$ cat config.mk
export PLATFORM = sky130hd
export DESIGN_NAME = cdb_exec
export DESIGN_NICKNAME = d
export VERILOG_FILES = /design/src/cdb_pkg.sv /design/src/cdb_exec.sv
export SDC_FILE = /design/constraint.sdc
export NUM_CORES = 1
export LEC_CHECK = 0
export BUFFER_PORTS_ARGS = -buffer_cell sky130_fd_sc_hd__buf_4
export CORE_UTILIZATION = 30
export DETAILED_ROUTE_END_ITERATION = 6
export HOLD_SLACK_MARGIN = 0.03
export PLACE_DENSITY = 0.56
export SYNTH_ARGS = -nofsm -noshare
export SYNTH_HDL_FRONTEND = slang
export SYNTH_SLANG_ARGS = --single-unit
$ cat constraint.sdc
create_clock -name sys_clk -period 2.2 [get_ports sys_clk]
set_clock_uncertainty 0.05 [all_clocks]
set_input_delay 0.44 -clock sys_clk [delete_from_list [all_inputs] [get_ports sys_clk]]
set_output_delay 0.44 -clock sys_clk [all_outputs]
set_load 0.1 [all_outputs]
$ cat src/cdb_pkg.sv
package cdb_pkg;
  localparam int WORD_W = 14;
  localparam int DATA_W = 8;
  localparam int FADDR_W = 7;
  localparam int PC_W = 13;
  localparam int KIMM_W = 11;
  // opcode fields
  localparam logic [5:0] OPC_COMPLEMENT = 6'h09;
  localparam logic [5:0] OPC_DECSKIP = 6'h0B;
  localparam logic [2:0] OPC_BRANCH = 3'h5;
  localparam int OPC6_LSB = 8;
  localparam int OPC3_LSB = 11;
  localparam int DEST_BIT = 7;
  // upper target latch field
  localparam int LATCH_HI = 4;
  localparam int LATCH_LO = 3;
  localparam logic [DATA_W-1:0] DATA_ZERO = 8'h00;
  localparam logic [DATA_W-1:0] DATA_ONE = 8'h01;
  localparam logic [PC_W-1:0] PC_RESET = 13'h0000;
  localparam logic [PC_W-1:0] PC_ONE = 13'h0001;

  typedef struct packed {
    logic en;
    logic toFile;
    logic [FADDR_W-1:0] addr;
    logic [DATA_W-1:0] data;
  } cdb_wr_s;

  typedef enum logic [1:0] {
    CDB_EXEC,
    CDB_FLUSH
  } cdb_state_e;
endpackage : cdb_pkg

$ cat src/cdb_exec.sv
`timescale 1ns/1ps
// Overview of operation
// - complement word inverts the addressed register, updates zero flag, one cycle.
// - complement destination bit 0 selects accumulator, 1 selects file register.
// - decrement-skip subtracts one from addressed register, flags untouched.
// - decrement-skip destination bit 0 selects accumulator, 1 selects file register.
// - zero decrement result discards the already fetched next instruction.
// - skip runs an idle cycle instead, so two cycles when skipping.
// - branch loads 11-bit immediate into program counter bits 10 to 0.
// - branch fills counter bits 12 and 11 from latch bits 4 and 3.
// - branch takes one word and two cycles; the second lasts until the next valid word arrives.
module cdb_exec
  import cdb_pkg::*;
(
  // clock and reset
  input wire logic sys_clk,
  input wire logic sys_rst,
  // fetch stage
  input wire logic [WORD_W-1:0] instrWord,
  input wire logic instrValid,
  // operand source
  input wire logic [DATA_W-1:0] fileRdData,
  input wire logic [DATA_W-1:0] upperTargetLatch,
  output logic [FADDR_W-1:0] fileRdAddr,
  // results
  output cdb_wr_s wrOut,
  output logic [DATA_W-1:0] accumQ,
  output logic zeroFlagQ,
  output logic [PC_W-1:0] pcQ,
  output logic flushQ
);
  // decoded fields of the word in the execute slot
  cdb_state_e state_q;
  cdb_state_e state_d;
  logic isComp;
  logic isDec;
  logic isBranch;
  logic execOk;
  logic fileOp;
  logic destFile;
  logic writeFile;
  logic writeAccum;
  logic takeBranch;
  logic [FADDR_W-1:0] operandAddr;
  logic [KIMM_W-1:0] branchImm;
  // page bits sit above the branch immediate
  logic [PC_W-KIMM_W-1:0] pageBits;

  // shared datapath
  logic [DATA_W-1:0] result;
  logic resultZero;
  logic skipNext;

  // next values of the output registers
  logic flush_d;
  cdb_wr_s wr_d;
  logic [DATA_W-1:0] accum_d;
  logic zeroFlag_d;
  logic [PC_W-1:0] pc_d;
  logic [FADDR_W-1:0] rdAddr_d;

  // operand data comes back combinationally from the file, addressed straight from the word
  // opcode compares are exact, so any other word only advances the counter
  assign isComp = (instrWord[WORD_W-1:OPC6_LSB] == OPC_COMPLEMENT);
  assign isDec = (instrWord[WORD_W-1:OPC6_LSB] == OPC_DECSKIP);
  assign isBranch = (instrWord[WORD_W-1:OPC3_LSB] == OPC_BRANCH);
  assign execOk = instrValid && (state_q == CDB_EXEC);
  assign fileOp = isComp || isDec;
  assign destFile = instrWord[DEST_BIT];
  assign operandAddr = instrWord[FADDR_W-1:0];
  assign branchImm = instrWord[KIMM_W-1:0];
  assign pageBits = upperTargetLatch[LATCH_HI:LATCH_LO];
  assign writeFile = execOk && fileOp && destFile;
  assign writeAccum = execOk && fileOp && !destFile;
  assign takeBranch = execOk && isBranch;

  // one result path for both file operations; the opcode picks invert or decrement
  always_comb begin
    if (isComp) begin
      result = ~fileRdData;
    end else begin
      result = fileRdData - DATA_ONE;
    end
  end

  // an all-zero result feeds both the flag and the skip
  assign resultZero = (result == DATA_ZERO);
  assign skipNext = execOk && isDec && resultZero;

  // a flushed slot executes nothing, which is the idle cycle
  // the flush waits for a valid word, so a stalled fetch cannot lose the discard
  always_comb begin
    state_d = state_q;
    flush_d = flushQ;
    unique case (state_q)
      CDB_EXEC: begin
        if (skipNext || takeBranch) begin
          state_d = CDB_FLUSH;
          flush_d = 1'b1;
        end else begin
          flush_d = 1'b0;
        end
      end
      CDB_FLUSH: begin
        if (instrValid) begin
          state_d = CDB_EXEC;
          flush_d = 1'b0;
        end
      end
      // unused codes of the state register fall back to executing
      default: begin
        state_d = CDB_EXEC;
        flush_d = 1'b0;
      end
    endcase
  end

  always_ff @(posedge sys_clk) begin
    if (sys_rst) begin
      state_q <= CDB_EXEC;
    end else begin
      state_q <= state_d;
    end
  end

  // kept apart from the state so the port is a plain flop
  always_ff @(posedge sys_clk) begin
    if (sys_rst) begin
      flushQ <= 1'b0;
    end else begin
      flushQ <= flush_d;
    end
  end

  // address and data hold after the pulse; only en marks a write
  always_comb begin
    wr_d = wrOut;
    wr_d.en = 1'b0;
    if (writeFile) begin
      wr_d.en = 1'b1;
      wr_d.toFile = 1'b1;
      wr_d.addr = operandAddr;
      wr_d.data = result;
    end
  end

  always_ff @(posedge sys_clk) begin
    if (sys_rst) begin
      wrOut <= '0;
    end else begin
      wrOut <= wr_d;
    end
  end

  // the accumulator only moves on a file operation aimed at it
  always_comb begin
    accum_d = accumQ;
    if (writeAccum) begin
      accum_d = result;
    end
  end

  always_ff @(posedge sys_clk) begin
    if (sys_rst) begin
      accumQ <= DATA_ZERO;
    end else begin
      accumQ <= accum_d;
    end
  end

  // decrement-skip leaves the zero flag alone
  always_comb begin
    zeroFlag_d = zeroFlagQ;
    if (execOk && isComp) begin
      zeroFlag_d = resultZero;
    end
  end

  always_ff @(posedge sys_clk) begin
    if (sys_rst) begin
      zeroFlagQ <= 1'b0;
    end else begin
      zeroFlagQ <= zeroFlag_d;
    end
  end

  // counter follows the fetch stream; a flushed slot still advances past the discarded word
  // it wraps at the top of program space, as the fetch address does
  always_comb begin
    pc_d = pcQ;
    if (takeBranch) begin
      pc_d = {pageBits, branchImm};
    end else if (instrValid) begin
      pc_d = pcQ + PC_ONE;
    end
  end

  always_ff @(posedge sys_clk) begin
    if (sys_rst) begin
      pcQ <= PC_RESET;
    end else begin
      pcQ <= pc_d;
    end
  end

  // last file operand taken, for the file side to see which register moved
  // a branch or a discarded word leaves it as it was
  always_comb begin
    rdAddr_d = fileRdAddr;
    if (execOk && fileOp) begin
      rdAddr_d = operandAddr;
    end
  end

  always_ff @(posedge sys_clk) begin
    if (sys_rst) begin
      fileRdAddr <= '0;
    end else begin
      fileRdAddr <= rdAddr_d;
    end
  end
endmodule : cdb_exec

==> flow_summary.ini <==
[status]
run_status = completed

[drt]
detail_route.drc_violations = 0
mean_number_of_vias_per_cell = 4.95
via_count = 2303
detail_route.wirelength_mm = 6.27
wl_per_cell_um = 13.5
firstDrtPassIters = 4
postRouteAntennaNets = 0
drtIter0Drc = 60

[die]
die_y_um = 90.8
io_pins = 80
die_area_mm2 = 0.00824
fp.dieW_um = 90.8
start_util_pct = 30.8
floorplan.rows = 32
fp.coreArea_mm2 = 0.00769

[timing]
maxSlewHeadroom_pct = 66.2
finalSetupViolCount = 0
timing.final.crit_share_pct = 85.2
worst_slew_pin_slew_ps = 507
period_minus_slack_ps = 1870
clock.fmax_mhz = 533
hold_viol = 0
total_count_of_max_transition_violations_in_the_final_report = 0
rsz0062_at_grt = false
setup-tns-final_ps = 0

[critical_path]
critical_path.endpoint = flushQ
regToRegEndpoint = pcQ[10]
r2r_cells = 5
setup.reg_to_reg.worst_slack_ps = 490
critical_path_arrival_ps = 2060
setup.worst_path.end_class = register
crit_start = fileRdData[0]
r2r_startpoint = pcQ[2]
cp_max_fo = 3
critPathKind = primary input to register
crit_required_ps = 2390
critPathLaunchType = primary input

[finish]
drive_above_1_share_pct = 30.3
mostFrequentLayoutCell = sky130_fd_sc_hd__buf_4
layout-area-overhead-vs-synth_pct = 32.6
instances_no_fill = 465
top_library_cells_by_usage_in_the_layout_fill_and_taps_aside = 85 x sky130_fd_sc_hd__buf_4, 50 x sky130_fd_sc_hd__nand2_1, 43 x sky130_fd_sc_hd__dfxtp_1, 24 x sky130_fd_sc_hd__a21oi_1, 23 x sky130_fd_sc_hd__nor2_1
num-fill-cells = 812
number_of_diodes = 0
design.final.nets = 397
stdcell_area_mm2 = 0.00314

[cts]
clk_pin_slew_worst_paths_ps = 90
clock_sinks = 48
clock_insertion_delay_worst_skew_ps = 300
tritoncts.num_buffers = 5
count_of_h_tree_levels_built_during_cts = 2
cts_root_buffer = sky130_fd_sc_hd__clkbuf_8
cts_repair_resize_count = 0
cts_tree = yes
post-cts-setup-buffers = 0
clockBufferDepth = 2
total_of_hold_buffers_inserted_after_clock_tree_synthesis = 0

[global_routing]
vias_in_the_first_global_route = 2080
overflow = 0
grt_max_degree = 49
first_pass_grt_wire_length_mm = 10.4
gr-usage-all-layers_pct = 15.6
antenna_found_initial = 0

[placement]
place_area_mm2 = 0.00304
post-place-cells = 457
dp_hpwl_mm = 4.72
globalplace.congestion = 0.820
port_buffers = 73

[hold_path]
min_path_type = primary input to register
hold_path.startpoint = instrWord[3]

[synth]
number_of_enable_type_register_cells_in_the_synthesized_netlist = 0
synth.avg_cell_area_um2 = 8.18
net_count_synth = 324
synth_cell_type_count = 53
postSynth.asyncResetShare_pct = 0
synth.yosys.seq_area_share_pct = 40.6
postSynthCellCount = 289
yosysWarnings = 0
postSynth.topFlopCell = sky130_fd_sc_hd__dfxtp_1
synthesis.area_mm2 = 0.00236
yosys_register_bits = 48

[power_and_ir_drop]
pwr_density_cell_mw_per_mm2 = 558
power.static_leakage_nw = 1.29
peakVddDrop_v = 0.000246

[flow_run]
max_cap_viols = 0
## report_power, final
part | switching (W) | internal (W) | total [W] | leakage, nW
combinational | 0.000203 | 0.0000965 | 0.000300 | 0.851
clock | 0.000299 | 0.000252 | 0.000550 | 0.0510
sequential | 0.0000153 | 0.000883 | 0.000898 | 0.390
total | 0.000517 | 0.00123 | 0.00175 | 1.29
## metrics by stage
step           hold slack, ps  power [W]  setup slack [ps]  util, %
5_1_grt                   351    0.00183               227     40.8
3_5_place_dp              400    0.00122              13.0     39.6
4_1_cts                   341    0.00177               326     40.8
6_report                  351    0.00175               325     40.8
3_3_place_gp              396    0.00122              63.5     39.6
2_1_floorplan             486    0.00112              20.6        -
## Yosys cell counts (3+ instances only)
| master | instances | area (um2) |
|---|---|---|
| sky130_fd_sc_hd__nand2_1 | 50 | 188 |
| sky130_fd_sc_hd__dfxtp_1 | 48 | 961 |
| sky130_fd_sc_hd__a21oi_1 | 24 | 120 |
| sky130_fd_sc_hd__nor2_1 | 23 | 86.3 |
| sky130_fd_sc_hd__nand3_1 | 13 | 65.1 |
| sky130_fd_sc_hd__a211oi_1 | 11 | 82.6 |
| sky130_fd_sc_hd__clkbuf_1 | 10 | 37.5 |
| sky130_fd_sc_hd__inv_1 | 8 | 30.0 |
| sky130_fd_sc_hd__nand4_1 | 8 | 50.1 |
| sky130_fd_sc_hd__mux2i_1 | 7 | 70.1 |
| sky130_fd_sc_hd__xor2_1 | 7 | 61.3 |
| sky130_fd_sc_hd__buf_2 | 6 | 30.0 |
| sky130_fd_sc_hd__o21ai_1 | 6 | 30.0 |
| sky130_fd_sc_hd__a311oi_1 | 4 | 35.0 |
| sky130_fd_sc_hd__a31oi_1 | 4 | 25.0 |
| sky130_fd_sc_hd__or3_1 | 4 | 25.0 |
| sky130_fd_sc_hd__xnor2_1 | 4 | 35.0 |
| sky130_fd_sc_hd__nor2b_1 | 3 | 18.8 |
| sky130_fd_sc_hd__o21ai_0 | 3 | 15.0 |
## how the worst min path moves through the flow
| stage | slack [ps] | depth (start not counted) | to |
|---|---|---|---|
| final | 350 | 3 | fileRdAddr[3] |
| after floorplan | 490 | 1 | wrOut[0] |
| after global placement | 400 | 2 | wrOut[11] |
| after detailed placement | 400 | 2 | wrOut[12] |
| after CTS | 340 | 3 | fileRdAddr[2] |
| after global routing | 350 | 3 | fileRdAddr[6] |
## logic make-up after synthesis
| group | after synthesis | synth area share, % |
|---|---|---|
| buf+inv | 27 | 5.24 |
| fa+ha+maj | 2 | 1.06 |
| flops | 48 | 40.6 |
| simple gates | 131 | 29.1 |
| mux | 7 | 2.96 |
| xor+xnor | 11 | 4.07 |
| compound gates | 63 | 16.9 |
## state kept, by name, summed over array words and instances, names as in the netlist
signal and flops:
accumQ 8, fileRdAddr 7, flushQ 1, pcQ 13, state_q 1, wrOut 17
zeroFlagQ 1
## critical path, stage by stage
cell	delay, ps
sky130_fd_sc_hd__buf_4	110
sky130_fd_sc_hd__inv_1	70
sky130_fd_sc_hd__ha_1	180
sky130_fd_sc_hd__or4b_1	490
sky130_fd_sc_hd__xor2_1	160
sky130_fd_sc_hd__a31oi_1	90
sky130_fd_sc_hd__a311o_1	370
sky130_fd_sc_hd__o21ai_1	150
## layer usage
metal	global-route usage (%)	up-vias	wire length [um]	share of wire, %
li1	-	1163	-	-
met1	22.2	1063	3120	50
met2	23.7	72	2760	44
met3	3.62	5	336	5.4
met4	3.57	0	57	0.91
met5	0	-	0	0
## cell type report
cell class | count | area (um2) | area share (%)
Clock buffer | 6 | 82.6 | 2.63
Clock inverter | 2 | 10.0 | 0.319
Inverter | 8 | 30.0 | 0.958
Multi-Input combinational cell | 214 | 1280 | 40.8
Sequential cell | 48 | 967 | 30.8
Tap cell | 102 | 128 | 4.07
Timing Repair Buffer | 85 | 638 | 20.4
Power figures use the tool's default switching activity.
